File: config.mk
export PLATFORM = sky130hd
export DESIGN_NAME = vicinity_tag_cmd_handler
export DESIGN_NICKNAME = d
export VERILOG_FILES = /design/src/rtl/vtag_pkg.sv /design/src/rtl/crc16_unit.sv /design/src/rtl/sync_edge.sv /design/src/rtl/vicinity_tag_cmd_handler.sv
export VERILOG_INCLUDE_DIRS = /design/src /design/src/rtl
export SDC_FILE = /design/constraint.sdc
export NUM_CORES = 1
export LEC_CHECK = 0
export BUFFER_PORTS_ARGS = -buffer_cell sky130_fd_sc_hd__buf_2
export CAP_MARGIN = 15
export CORE_ASPECT_RATIO = 0.9
export CORE_MARGIN = 2
export CORE_UTILIZATION = 25
export CTS_BUF_LIST = sky130_fd_sc_hd__clkbuf_8
export CTS_CLUSTER_DIAMETER = 60
export DETAILED_ROUTE_END_ITERATION = 12
export GPL_ROUTABILITY_DRIVEN = 0
export GPL_TIMING_DRIVEN = 1
export PLACE_DENSITY = 0.5
export SYNTH_ARGS = -nofsm -noshare
export SYNTH_HDL_FRONTEND = slang
export SYNTH_HIERARCHICAL = 1
export SYNTH_SLANG_ARGS = --single-unit
export TNS_END_PERCENT = 50
File: constraint.sdc
create_clock -name ref_clk -period 3.4 [get_ports ref_clk]
set_input_delay 0.34 -clock ref_clk [delete_from_list [all_inputs] [get_ports ref_clk]]
set_output_delay 0.34 -clock ref_clk [all_outputs]
set_load 0.1 [all_outputs]
File: src/rtl/vtag_consts.svh
`ifndef VTAG_CONSTS_SVH
`define VTAG_CONSTS_SVH
// Behaviour
// - read multiple blocks 23h returns 32-bit words
// - request: flags, code, UID, first, count, CRC
// - block count field is blocks minus one
// - at most 64 blocks per read
// - running block address wraps from 63 to 0
// - option flag prefixes lock byte per block
// - lock byte bit0 locked, bits 7..1 zero
// - read error: flags, code 10h or 0Fh, CRC
// - select 25h with own UID selects, answers
// - select other UID: selected falls to ready, silent
// - select errors only when UID matches
// - plain success reply is flags plus CRC
// - reset to ready 26h returns to ready
// - addressed reset errors only on own UID
// - write AFI 27h stores AFI byte
// - AFI write errors 12h locked, 13h failed
// - lock AFI 28h locks AFI permanently
// - lock errors 11h already, 14h not taken

// ============================================================
// command codes
`define CMD_READ_MULTI  8'h23
`define CMD_SELECT      8'h25
`define CMD_RESET_READY 8'h26
`define CMD_WRITE_AFI   8'h27
`define CMD_LOCK_AFI    8'h28
// ============================================================
// request flag bits
`define FLAG_SELECT_BIT  4
`define FLAG_ADDRESS_BIT 5
`define FLAG_OPTION_BIT  6
// ============================================================
// error codes and response flags
`define ERR_OTHER      8'h0F
`define ERR_NO_BLOCK   8'h10
`define ERR_LOCKED_ALR 8'h11
`define ERR_LOCKED     8'h12
`define ERR_NOT_PROG   8'h13
`define ERR_NOT_LOCKED 8'h14
`define RESP_OK        8'h00
`define RESP_ERR       8'h01
// ============================================================
// memory and crc
`define NUM_BLOCKS     64
`define CRC_PRESET     16'hFFFF
`define CRC_POLY_REV   16'h8408
`define CRC_RESIDUE    16'hF0B8
// ============================================================
// timing
`define CLK_PERIOD_PS        4000
`define NOMINAL_REPLY_NS     318550
`define PROG_SLOT_US         302
`define PROG_SLOTS           18
`define NOMINAL_REPLY_CYCLES ((`NOMINAL_REPLY_NS * 1000) / `CLK_PERIOD_PS)
`define PROG_CYCLES ((`PROG_SLOTS * `PROG_SLOT_US * 1000000) / `CLK_PERIOD_PS)
`endif

File: src/rtl/vtag_pkg.sv
package vtag_pkg;
  typedef enum logic [3:0] {
    ST_IDLE    = 4'b0000,
    ST_RECV    = 4'b0001,
    ST_DECODE  = 4'b0010,
    ST_PROGRAM = 4'b0011,
    ST_DELAY   = 4'b0100,
    ST_SEND    = 4'b0101,
    ST_CRC_LO  = 4'b0110,
    ST_CRC_HI  = 4'b0111,
    ST_DONE    = 4'b1000
  } ctrl_state_t;
  typedef enum logic [1:0] {
    TAG_READY    = 2'b00,
    TAG_SELECTED = 2'b01,
    TAG_QUIET    = 2'b10
  } tag_state_t;
endpackage

File: src/rtl/crc16_unit.sv
`timescale 1ns/1ps
`include "vtag_consts.svh"
// byte-wide reflected crc16, preset on clear
module crc16_unit (
  // clock and reset
  input  wire logic        ref_clk,
  input  wire logic        reset_n,
  // control
  input  wire logic        clear,
  input  wire logic        feed,
  input  wire logic [7:0]  data,
  // result
  output logic      [15:0] crc
);
  logic [15:0] next_crc;

  // eight shifts of the reflected polynomial per byte
  always_comb begin
    next_crc = crc ^ {8'h00, data};
    for (int i = 0; i < 8; i++) begin
      if (next_crc[0]) begin
        next_crc = (next_crc >> 1) ^ `CRC_POLY_REV;
      end else begin
        next_crc = next_crc >> 1;
      end
    end
  end

  // crc register
  always_ff @(posedge ref_clk) begin
    if (!reset_n || clear) begin
      crc <= `CRC_PRESET;
    end else if (feed) begin
      crc <= next_crc;
    end
  end
endmodule // crc16_unit

File: src/rtl/sync_edge.sv
`timescale 1ns/1ps
// two-flop synchroniser with a rising edge pulse
module sync_edge (
  // clock and reset
  input  wire logic ref_clk,
  input  wire logic reset_n,
  // async in, synced out
  input  wire logic din,
  output logic      level,
  output logic      rise
);
  logic meta;
  logic last;

  // double flop then edge history
  always_ff @(posedge ref_clk) begin
    if (!reset_n) begin
      meta  <= 1'b0;
      level <= 1'b0;
      last  <= 1'b0;
    end else begin
      meta  <= din;
      level <= meta;
      last  <= level;
    end
  end

  assign rise = level & ~last;
endmodule // sync_edge

File: src/rtl/vicinity_tag_cmd_handler.sv
`timescale 1ns/1ps
`include "vtag_consts.svh"
// command handler: request bytes in on the link clock, reply bytes out
module vicinity_tag_cmd_handler #(
  parameter int PROG_CYCLES  = `PROG_CYCLES,
  parameter int REPLY_CYCLES = `NOMINAL_REPLY_CYCLES
) (
  // clock and reset
  input  wire logic             ref_clk,
  input  wire logic             reset_n,
  // decoded request stream, sampled on link clock rising edge
  input  wire logic             link_clk,
  input  wire logic             rx_frame,
  input  wire logic             rx_valid,
  input  wire logic [7:0]       rx_byte,
  // response stream
  output logic                  tx_frame,
  output logic                  tx_valid,
  output logic      [7:0]       tx_byte,
  input  wire logic             tx_ready,
  // identity and memory
  input  wire logic [63:0]      own_uid,
  output logic      [5:0]       mem_addr,
  input  wire logic [31:0]      mem_rdata,
  input  wire logic             mem_locked,
  output logic                  afi_prog,
  output logic      [7:0]       afi_wdata,
  output logic                  afi_lock_prog,
  input  wire logic             prog_ok,
  input  wire logic             afi_locked,
  // status
  output vtag_pkg::tag_state_t  tag_state,
  output logic      [7:0]       afi_value
);
  import vtag_pkg::*;

  ctrl_state_t st;
  logic [7:0]  req [0:13];
  logic [3:0]  rx_cnt;
  logic        lclk_lvl, lclk_rise, frm_lvl, vld_lvl;
  logic [7:0]  meta_b, rx_b;
  logic        crc_clear, crc_feed;
  logic [7:0]  crc_data;
  logic [15:0] crc;
  logic [31:0] wait_cnt;
  logic [7:0]  err_code, cmd, flags, afi_arg;
  logic        is_err, addressed, opt, uid_ok;
  logic [5:0]  blk;
  logic [6:0]  blk_left;
  logic [2:0]  byte_idx;
  logic        frm_last, frm_end;
  logic [3:0]  pos;
  logic [1:0]  lane;
  logic        uid_pass;

  // ============================================================
  // link sampling
  sync_edge u_clk (.ref_clk(ref_clk), .reset_n(reset_n), .din(link_clk),
                   .level(lclk_lvl), .rise(lclk_rise));
  sync_edge u_frm (.ref_clk(ref_clk), .reset_n(reset_n), .din(rx_frame),
                   .level(frm_lvl), .rise());
  sync_edge u_vld (.ref_clk(ref_clk), .reset_n(reset_n), .din(rx_valid),
                   .level(vld_lvl), .rise());

  // data byte double flop
  always_ff @(posedge ref_clk) begin
    if (!reset_n) begin
      meta_b <= 8'h00;
      rx_b   <= 8'h00;
    end else begin
      meta_b <= rx_byte;
      rx_b   <= meta_b;
    end
  end

  // ============================================================
  // decode helpers
  assign flags     = req[0];
  assign cmd       = req[1];
  assign addressed = flags[`FLAG_ADDRESS_BIT];
  assign opt       = flags[`FLAG_OPTION_BIT];
  assign pos       = addressed ? 4'hA : 4'h2;
  assign uid_ok    = {req[9], req[8], req[7], req[6], req[5], req[4],
                      req[3], req[2]} == own_uid;
  assign afi_arg   = req[pos];
  assign frm_end   = frm_last & ~frm_lvl;
  // select carries its own uid test, so it passes here
  assign uid_pass  = (cmd == `CMD_SELECT) || !addressed || uid_ok;
  // data lane: a lock byte shifts the word by one position
  assign lane      = byte_idx[1:0] - {1'b0, opt};

  // crc unit shared by receive and transmit
  crc16_unit u_crc (.ref_clk(ref_clk), .reset_n(reset_n),
                    .clear(crc_clear), .feed(crc_feed), .data(crc_data),
                    .crc(crc));

  assign crc_clear = (st == ST_IDLE) || (st == ST_DECODE);
  assign crc_feed  = (st == ST_RECV && lclk_rise && vld_lvl) ||
                     (st == ST_SEND && tx_valid && tx_ready);
  assign crc_data  = (st == ST_RECV) ? rx_b : tx_byte;

  // ============================================================
  // frame edge history
  always_ff @(posedge ref_clk) begin
    if (!reset_n) begin
      frm_last <= 1'b0;
    end else begin
      frm_last <= frm_lvl;
    end
  end

  // main sequencer
  always_ff @(posedge ref_clk) begin
    if (!reset_n) begin
      st            <= ST_IDLE;
      rx_cnt        <= 4'h0;
      tx_frame      <= 1'b0;
      tx_valid      <= 1'b0;
      tx_byte       <= 8'h00;
      wait_cnt      <= 32'h0;
      err_code      <= 8'h00;
      is_err        <= 1'b0;
      blk           <= 6'h00;
      blk_left      <= 7'h00;
      byte_idx      <= 3'h0;
      mem_addr      <= 6'h00;
      afi_prog      <= 1'b0;
      afi_lock_prog <= 1'b0;
      afi_wdata     <= 8'h00;
      afi_value     <= 8'h00;
      tag_state     <= TAG_READY;
      for (int i = 0; i < 14; i++) begin
        req[i] <= 8'h00;
      end
    end else begin
      afi_prog      <= 1'b0;
      afi_lock_prog <= 1'b0;
      case (st)
        ST_IDLE: begin
          // wait for a request frame
          rx_cnt <= 4'h0;
          if (frm_lvl) begin
            st <= ST_RECV;
          end
        end
        ST_RECV: begin
          // capture on each synced link clock rise
          if (lclk_rise && vld_lvl && rx_cnt != 4'hE) begin
            req[rx_cnt] <= rx_b;
            rx_cnt      <= rx_cnt + 4'h1;
          end
          if (frm_end) begin
            st <= ST_DECODE;
          end
        end
        ST_DECODE: begin
          // residue check rejects bad frames silently
          st       <= ST_IDLE;
          is_err   <= 1'b0;
          err_code <= 8'h00;
          wait_cnt <= 32'(REPLY_CYCLES);
          blk      <= req[pos][5:0];
          mem_addr <= req[pos][5:0];
          blk_left <= 7'(req[pos + 4'h1][5:0]) + 7'h1;
          byte_idx <= 3'h0;
          if (crc == `CRC_RESIDUE && uid_pass) begin
            case (cmd)
              `CMD_READ_MULTI: begin
                st <= ST_DELAY;
                // first block and count range checks
                if (req[pos][7:6] != 2'b00) begin
                  is_err   <= 1'b1;
                  err_code <= `ERR_NO_BLOCK;
                end else if (req[pos + 4'h1][7:6] != 2'b00) begin
                  is_err   <= 1'b1;
                  err_code <= `ERR_OTHER;
                end
              end
              `CMD_SELECT: begin
                // mismatch drops a selected tag silently
                if (uid_ok) begin
                  tag_state <= TAG_SELECTED;
                  st        <= ST_DELAY;
                end else if (tag_state == TAG_SELECTED) begin
                  tag_state <= TAG_READY;
                end
              end
              `CMD_RESET_READY: begin
                tag_state <= TAG_READY;
                st        <= ST_DELAY;
              end
              `CMD_WRITE_AFI: begin
                // refuse when locked, else start programming
                if (afi_locked) begin
                  is_err   <= 1'b1;
                  err_code <= `ERR_LOCKED;
                  st       <= ST_DELAY;
                end else begin
                  afi_prog  <= 1'b1;
                  afi_wdata <= afi_arg;
                  wait_cnt  <= 32'(PROG_CYCLES);
                  st        <= ST_PROGRAM;
                end
              end
              `CMD_LOCK_AFI: begin
                // an existing lock is refused up front
                if (afi_locked) begin
                  is_err   <= 1'b1;
                  err_code <= `ERR_LOCKED_ALR;
                  st       <= ST_DELAY;
                end else begin
                  afi_lock_prog <= 1'b1;
                  wait_cnt      <= 32'(PROG_CYCLES);
                  st            <= ST_PROGRAM;
                end
              end
              default: st <= ST_IDLE;
            endcase
          end
        end
        ST_PROGRAM: begin
          // reader keeps the field quiet here
          if (wait_cnt <= 32'h1) begin
            wait_cnt <= 32'(REPLY_CYCLES);
            st       <= ST_DELAY;
            if (!prog_ok) begin
              is_err   <= 1'b1;
              err_code <= (cmd == `CMD_WRITE_AFI) ? `ERR_NOT_PROG
                                                  : `ERR_NOT_LOCKED;
            end else if (cmd == `CMD_WRITE_AFI) begin
              afi_value <= afi_wdata;
            end
          end else begin
            wait_cnt <= wait_cnt - 32'h1;
          end
        end
        ST_DELAY: begin
          // reply delay, then the flags byte opens the frame
          if (wait_cnt <= 32'h1) begin
            st       <= ST_SEND;
            tx_frame <= 1'b1;
            tx_valid <= 1'b1;
            tx_byte  <= is_err ? `RESP_ERR : `RESP_OK;
            byte_idx <= is_err ? 3'h6 : 3'h0;
          end else begin
            wait_cnt <= wait_cnt - 32'h1;
          end
        end
        ST_SEND: begin
          // payload bytes advance on each accepted cycle
          if (tx_valid && tx_ready) begin
            if (byte_idx == 3'h6) begin
              // error code follows the flags byte
              tx_byte  <= err_code;
              byte_idx <= 3'h7;
            end else if (cmd != `CMD_READ_MULTI || is_err ||
                         blk_left == 7'h0) begin
              // one idle cycle lets the crc take the last byte
              st       <= ST_CRC_LO;
              tx_valid <= 1'b0;
            end else if (byte_idx == 3'h0 && opt) begin
              tx_byte  <= {7'h00, mem_locked};
              byte_idx <= 3'h1;
            end else begin
              tx_byte  <= mem_rdata[{lane, 3'b000} +: 8];
              if (byte_idx == 3'h4 || (byte_idx == 3'h3 && !opt)) begin
                // six-bit address rolls over past the last block
                byte_idx <= 3'h0;
                blk_left <= blk_left - 7'h1;
                blk      <= blk + 6'h1;
                mem_addr <= blk + 6'h1;
              end else begin
                byte_idx <= byte_idx + 3'h1;
              end
            end
          end
        end
        ST_CRC_LO: begin
          // crc now covers every reply byte
          tx_byte  <= ~crc[7:0];
          tx_valid <= 1'b1;
          st       <= ST_CRC_HI;
        end
        ST_CRC_HI: begin
          // high byte once the low byte is taken
          if (tx_ready) begin
            tx_byte <= ~crc[15:8];
            st      <= ST_DONE;
          end
        end
        ST_DONE: begin
          // close the frame once the high byte is taken
          if (tx_ready) begin
            tx_valid <= 1'b0;
            tx_frame <= 1'b0;
            st       <= ST_IDLE;
          end
        end
        default: st <= ST_IDLE;
      endcase
    end
  end
endmodule // vicinity_tag_cmd_handler

# Yosys cells after proc, flatten, opt, wreduce, memory -nomap -nowiden
# Memory sizes are Yosys's and may differ from the RTL's.
# Index checks and enable logic that the tools add are counted.
# op_classes
addsub	8
order_cmp	1
eq_ne	38
shifts	1
mux	97
n_bitwise	16
reduce_logical	52
# ops
op	count
$mux W16	8
$pmux W32 S3	1
$mux W8	10
$eq A64 B64 Y1	1
$mux W32	2
$mux W19	3
$mux W4	13
$eq A8 B6 Y1 const B	5
$pmux W4 S9	1
$mux W7	5
$mux W3	11
$le A32 B1 Y1 const B	1
$pmux W8 S4	1
$shiftx A32 B6 Y8	1
$sub A32 B1 Y32 const B	1
$mux W6	5
$not A2 Y3	8
$reduce_and A4 Y1	6
$mux W5	4
$ne A2 B2 Y1 const B	10
$mux W1	19
$pmux W3 S3	2
$eq A16 B16 Y1 const B	1
$eq A4 B3 Y1 const B	4
46 further kinds	90
# word_totals
register_bits	135
ram_bits	112
output_inout_bits	36
word_cells	241
n_memories	1
# memory_table
memory	depth	width	rd	rd_clocked_by_memory_dff	wr	line_no	rtl
req	14	8	12	0	14	vicinity_tag_cmd_handler.sv:38	logic [7:0] req [0:13];

# Depth between registers and ports, before layout
# Gate-level depths: netlist (run 1).
# logic_depth
ltp_word	19
mapped_depth	11

# Hierarchy
# The synthesis (run 1) kept the hierarchy.
# by_module_without_submodules
module	n_inst	cells_each	area_each_um2	seq_area_each_um2
vicinity_tag_cmd_handler	1	1076	10445.0	4864.7
crc16_unit	1	83	899.6	320.3
sync_edge	3	7	92.6	60.1

# Least setup slack after synthesis (run 1)
# Ideal clock, no wire load.
# synth_path
path_kind	flip-flop to flip-flop
startpoint	reg st[2]
endpoint	mem req[9][0], enable pin
setup_time_ns	0.329
t_arrival_ns	2.451
required_ns	3.071
setup_slack_ns	0.620
stages_incl_launch_ff	10
n_path_buf	3
period_less_slack_ns	2.780
path_cell_list	dfxtp_1 -> clkbuf_1 -> or2_2 -> clkbuf_1 -> nor2_2 -> nand4_1 -> nor3b_1 -> clkbuf_1 -> nand2_1 -> nand2_1
# synth_rtl
item	line_no	rtl
start, declared	vicinity_tag_cmd_handler.sv:37	ctrl_state_t st;
start signal, assigned	vicinity_tag_cmd_handler.sv:115	st <= ST_IDLE;
start signal, assigned	vicinity_tag_cmd_handler.sv:143	st <= ST_RECV;
start signal, assigned	vicinity_tag_cmd_handler.sv:153	st <= ST_DECODE;
end, declared	vicinity_tag_cmd_handler.sv:38	

==> results of run 1 <==
## worst max-delay path: stages, from the launching register on
cell      delay [ns]
edfxtp_1        0.44
xor2_1          0.17
nor4_1          0.45
nand4_1         0.15
nor4_1          0.51
buf_4           0.23
o21ai_1         0.11
buf_4           0.20
or4_1           0.49
a21oi_1         0.14
## worst paths after layout
kind	slack, ns	end	from
hold reg to reg	0.43	rx_b[2]$_SDFF_PN0_	meta_b[2]$_SDFF_PN0_
hold / removal	0.05	u_clk/meta$_SDFF_PN0_	link_clk
setup reg to reg	0.42	afi_wdata[1]$_SDFFE_PN0P_	req[2][6]$_SDFFCE_PN0P_
setup / recovery	0.42	afi_wdata[1]$_SDFFE_PN0P_	req[2][6]$_SDFFCE_PN0P_
## through the flow
step	power, uW	setup WS [ns]	instance area (um2)
floorplan	3100	0.620	11500
global placement	3270	0.383	13000
detailed placement	3280	0.355	13000
CTS	5890	0.348	14000
global route	6040	0.242	14000
finish	5800	0.422	14000
## flip-flops by register name (all words and copies together) (netlist names), 3 cells and up
signal     cells
afi_wdata      8
err_code       5
byte_idx       3
tx_byte        8
rx_b           8
req           90
rx_cnt         4
afi_value      8
meta_b         8
blk_left       7
wait_cnt      32
blk            6
u_crc/crc     16
st             4
## layout make-up
type / count / area [um2] / share of cell area [%]
clock inverter: 25 / 145 / 1.04
multi-input combinational: 866 / 5890 / 42.2
inverter: 16 / 60.1 / 0.430
antenna: 1 / 2.50 / 0.0179
sequential: 221 / 5330 / 38.1
timing repair buffer: 191 / 1100 / 7.89
clock buffer: 49 / 674 / 4.83
tap: 608 / 761 / 5.45
## metal layers
metal  wire (um)  share of wire, %  global-route usage (%)  vias to the layer above
li1            -                 -                       -                     4655
met1       17000                48                    21.1                     4542
met2       15500                44                    21.7                      288
met3        1920               5.5                    2.58                       51
met4         733               2.1                    4.34                        0
met5           0                 0                       0                        -
## power groups by stage
stage	sequential [uW]	clock [uW]	combinational [uW]
detailed placement	2920	0	354
finish	2870	2580	360
global placement	2920	0	350
global route	2870	2780	396
floorplan	2890	0	213
CTS	2870	2660	363
==> flow_metrics.tcl, run 1 <==
set metrics [dict create \
    tritoncts_num_sinks 221 \
    fmax_ghz 0.336 \
    number_of_buffers_added_for_setup_after_cts 0 \
    holdWs_ns 0.0482 \
    synth_warnings 6 \
    grt_antenna_before_repair 0 \
    placed_cells_incl_taps 1893 \
    hold_viol 0 \
    grt_start_max_net_pins 37 \
    switching_power_uw 1450 \
    syn-mean-instance-area_um2 9.83 \
    final.period_utilization_pct 87.6 \
    fillCellCount 4731 \
    syn2layout_area_growth_pct 20.9 \
    route.final.wire_length_um 35100 \
    worstSetupPathType "flip-flop to flip-flop" \
    layout_common_cells "buf_2 (147), dfxtp_1 (131), and3_1 (95)" \
    cellLeakagePower_uw 0.00569 \
    synth.net_count 1302 \
    detail_route.first_pass.iterations 5 \
    worst_hold_path.num_cells 2 \
    fin_worst_skew_ns 0.0289 \
    postCtsResizedCells 0 \
    globalRouteTotalUtil_pct 14.5 \
    slew_headroom_pct 42.8 \
    design.core.area_mm2 0.0455 \
    dieHeight_um 208 \
    insertion_delay_ns 0.57 \
    hpwlAfterDp_um 25200 \
    cts.root.buffer_cell "clkbuf_8" \
    hold_class "primary input to flip-flop" \
    timing.critical_path.from_type "flip-flop" \
    dieWidth_um 230 \
    report.final.setup_viol 0 \
    worst-slew-pin-transition_ns 0.848 \
    r2r_cells 9 \
    cts.path.max_buffers 3 \
    cts.htree.levels 2 \
    cp_data_arrival_time_ns 3.46 \
    detailedRoute.firstIterationViolations 786 \
    share_seq_of_total_power_pct 49.4 \
    endpoint_kind "flip-flop" \
    finalCoreUtilization_pct 30.7 \
    initial_core_util_pct 25.4 \
    synth.cell_area_mm2 0.0115 \
    rsz0062_at_grt "no" \
    ir_drop_mv 0.230 \
    crit_fanout 15 \
    maxSlewViolCount 0 \
    run_status "complete, no violations" \
    cts_hold_buffers 9 \
    antenna_left 0 \
    placement.io_buffers 147 \
    numCtsBuffers 42 \
    power_frac_comb_pct 6.2 \
    wl_cell_um 17.8 \
    cts_tree "yes" \
    grt.overflow.total 0 \
    final_common_cell "buf_2" \
    fin_nets 1466 \
    p_int_uw 4360 \
    maxCapViolations 0 \
    routed-via-count 9536 \
    cp.required_ns 3.88 \
    clk_pin_slew_worst_paths_ns 0.06 \
    floorplan.die_area_mm2 0.0479 \
    top_level_ports 149 \
    via_per_inst 4.82 \
    rows 74 \
    switching_share_pct 24.9 \
    min_cycle_time_layout_ns 2.98 \
    vias_in_the_first_global_route 9395 \
    finalNonFillerCells 1977 \
    timing.setup.tns_ns 0 \
    power.density_mw_per_mm2 416 \
    drive_above_1_share_pct 21.5 \
    drc_errors 0 \
    grt_pass1_wl_um 54500 \
    power.share.clock_pct 44.4 \
    synthesized_instance_count 1174 \
]
Note: power is estimated with default switching activity, not from simulation.
==> inputs of run 2 (changes only) <==
--- a/config.mk
+++ b/config.mk
@@ -17,6 +17,7 @@
 export GPL_ROUTABILITY_DRIVEN = 0
 export GPL_TIMING_DRIVEN = 1
 export PLACE_DENSITY = 0.5
+export SETUP_SLACK_MARGIN = 0.15
 export SYNTH_ARGS = -nofsm -noshare
 export SYNTH_HDL_FRONTEND = slang
 export SYNTH_HIERARCHICAL = 1
==> constraint.sdc (replaced) <==
create_clock -name ref_clk -period 3.4 [get_ports ref_clk]
set_input_delay 0 -clock ref_clk [delete_from_list [all_inputs] [get_ports ref_clk]]
set_output_delay 0 -clock ref_clk [all_outputs]
set_load 0.1 [all_outputs]
==> run 2 against run 1 <==
  * Combinational power grew 2%
  * Global-route usage grew 0.084 points
  * Design area grew 0.22%
  * Utilization grew 0.066 points
  * Clock-buffer cell count is the same
  * Sequential power is essentially flat
  * Cell count grew 0.40%
  * Non-clock buffer count grew 6
  * Routed wire length grew 0.43%
  * Clock power shrank 3%
==> flow_metrics.tcl, run 2 (synthesis results as in run 1) <==
set metrics [dict create \
    run_status "complete, no violations" \
    routed-via-count 9553 \
    final.period_utilization_pct 88.5 \
    grt_start_max_net_pins 37 \
    cp.required_ns 3.91 \
    crit_fanout 11 \
    report.final.setup_viol 0 \
    detailedRoute.firstIterationViolations 718 \
    cts.root.buffer_cell "clkbuf_8" \
    max_stage_delay_ns 0.56 \
    worstSetupPathType "flip-flop to flip-flop" \
    drive_above_1_share_pct 21.2 \
    critical_path.top_delay_family "simple AND/OR/NAND/NOR gates" \
    floorplan.die_area_mm2 0.0479 \
    layout_setup_ws_ns 0.392 \
    rsz0062_at_grt "no" \
    clk_pin_slew_worst_paths_ns 0.06 \
    grt_antenna_before_repair 4 \
    wl_cell_um 17.8 \
    cts.path.max_buffers 3 \
    layout_common_cells "buf_2 (147), dfxtp_1 (131), and3_1 (95)" \
    maxSlewViolCount 0 \
    antenna_left 0 \
    cts_tree "yes" \
    timing.setup.tns_ns 0 \
    hold_viol 0 \
    p_int_uw 4280 \
    slew_headroom_pct 35.8 \
    fin_worst_skew_ns 0.0307 \
    drc_errors 0 \
    fin_nets 1471 \
    design.core.area_mm2 0.0455 \
    worst_hold_path.num_cells 4 \
    maxCapViolations 0 \
    dieHeight_um 208 \
    grt_pass1_wl_um 55000 \
    endpoint_kind "flip-flop" \
    vias_in_the_first_global_route 9375 \
    cp_data_arrival_time_ns 3.52 \
    power.density_mw_per_mm2 409 \
    cell_by_cell_listing_of_the_critical_path "nand2b_1 -> nor3_1 -> nor2_1 -> a21o_1 -> or4_4 -> or4b_1 -> a21oi_1" \
    fmax_ghz 0.332 \
    grt.overflow.total 0 \
    registers.top_by_ff_count "req" \
    power.share.clock_pct 43.5 \
    switching_share_pct 25.2 \
    globalRouteTotalUtil_pct 14.6 \
    syn2layout_area_growth_pct 21.2 \
    detail_route.first_pass.iterations 6 \
    top_level_ports 149 \
    crit_cells 7 \
    initial_core_util_pct 25.4 \
    cts.htree.levels 2 \
    dieWidth_um 230 \
    switching_power_uw 1440 \
    power_frac_comb_pct 6.4 \
    postCtsResizedCells 0 \
    timing.critical_path.from_type "flip-flop" \
    final_common_cell "buf_2" \
    worst_case_setup_slack_after_placement_ns 0.406 \
    rows 74 \
    critPathBufInv 0 \
    flip_flop_count_of_the_largest_register_after_layout 90 \
    cellLeakagePower_uw 0.00573 \
    min_cycle_time_layout_ns 3.01 \
    share_seq_of_total_power_pct 50.1 \
    insertion_delay_ns 0.58 \
    via_per_inst 4.81 \
    r2r_cells 7 \
    hpwlAfterDp_um 25300 \
    ir_drop_mv 0.213 \
    tritoncts_num_sinks 221 \
    worst-slew-pin-transition_ns 0.953 \
    route.final.wire_length_um 35300 \
    placement.io_buffers 147 \
    numCtsBuffers 41 \
    hold_class "primary input to flip-flop" \
    finalCoreUtilization_pct 30.8 \
    largest_registers "req: 90 flops, wait_cnt: 32 flops, u_crc/crc: 16 flops" \
    critPathSlowestCell "nor3_1" \
]
run 2: worst register-to-register path, delay by kind of cell, from the launching register on:
| family | cells | cell delay (ns) |
|---|---|---|
| and+or+nand+nor | 5 | 1.99 |
| AOI/OAI and AO/OA | 2 | 0.47 |
| DFF | 1 | 0.51 |
run 2: worst paths after layout:
check | startpoint | endpoint | slack, ns
max | st[2]$_SDFFE_PN0P_ | wait_cnt[21]$_SDFFE_PN0P_ | 0.39
min | mem_rdata[29] | tx_byte[5]$_SDFFE_PN0P_ | 0.05
max reg2reg | st[2]$_SDFFE_PN0P_ | wait_cnt[21]$_SDFFE_PN0P_ | 0.39
min reg2reg | u_frm/meta$_SDFF_PN0_ | u_frm/level$_SDFF_PN0_ | 0.43
run 2: through the flow:
step                      power (uW)  cell area, um2  std cells  hold slack (ns)
after floorplan                 3100           11500       1174            0.122
after global placement          3280           13100       1894            0.206
after detailed placement        3280           13100       1894            0.209
after CTS                       5820           14000       1983           0.0126
after global routing            5970           14000       1983           0.0569
final                           5720           14000       1985           0.0456
run 2: timing repair:
action                    4_1_cts  5_1_grt
setup buffers                   0        0
hold endpoints to repair       25        0
hold buffers                   14        0
run 2: power groups by stage:
stage | combinational, uW | sequential (uW) | clock, uW
after floorplan | 213 | 2890 | 0
after global placement | 353 | 2920 | 0
after detailed placement | 357 | 2920 | 0
after CTS | 372 | 2870 | 2580
after global routing | 405 | 2870 | 2700
final | 368 | 2870 | 2490
run 2: routing by layer:
metal	up-vias	global-route usage [%]	part of all wire, %
li1	4648	-	-
met1	4583	21.1	49
met4	0	3.65	1.8
met5	-	0	0
met3	50	2.75	5.5
met2	272	22.2	44
run 2: final cells by class:
class,instances,area [um2]
Antenna cell,2,5.00
Clock buffer,49,674
Clock inverter,26,115
Fill cell,4759,31500
Inverter,16,60.1
Multi-Input combinational cell,866,5890
Sequential cell,221,5330
Tap cell,608,761
Timing Repair Buffer,197,1160
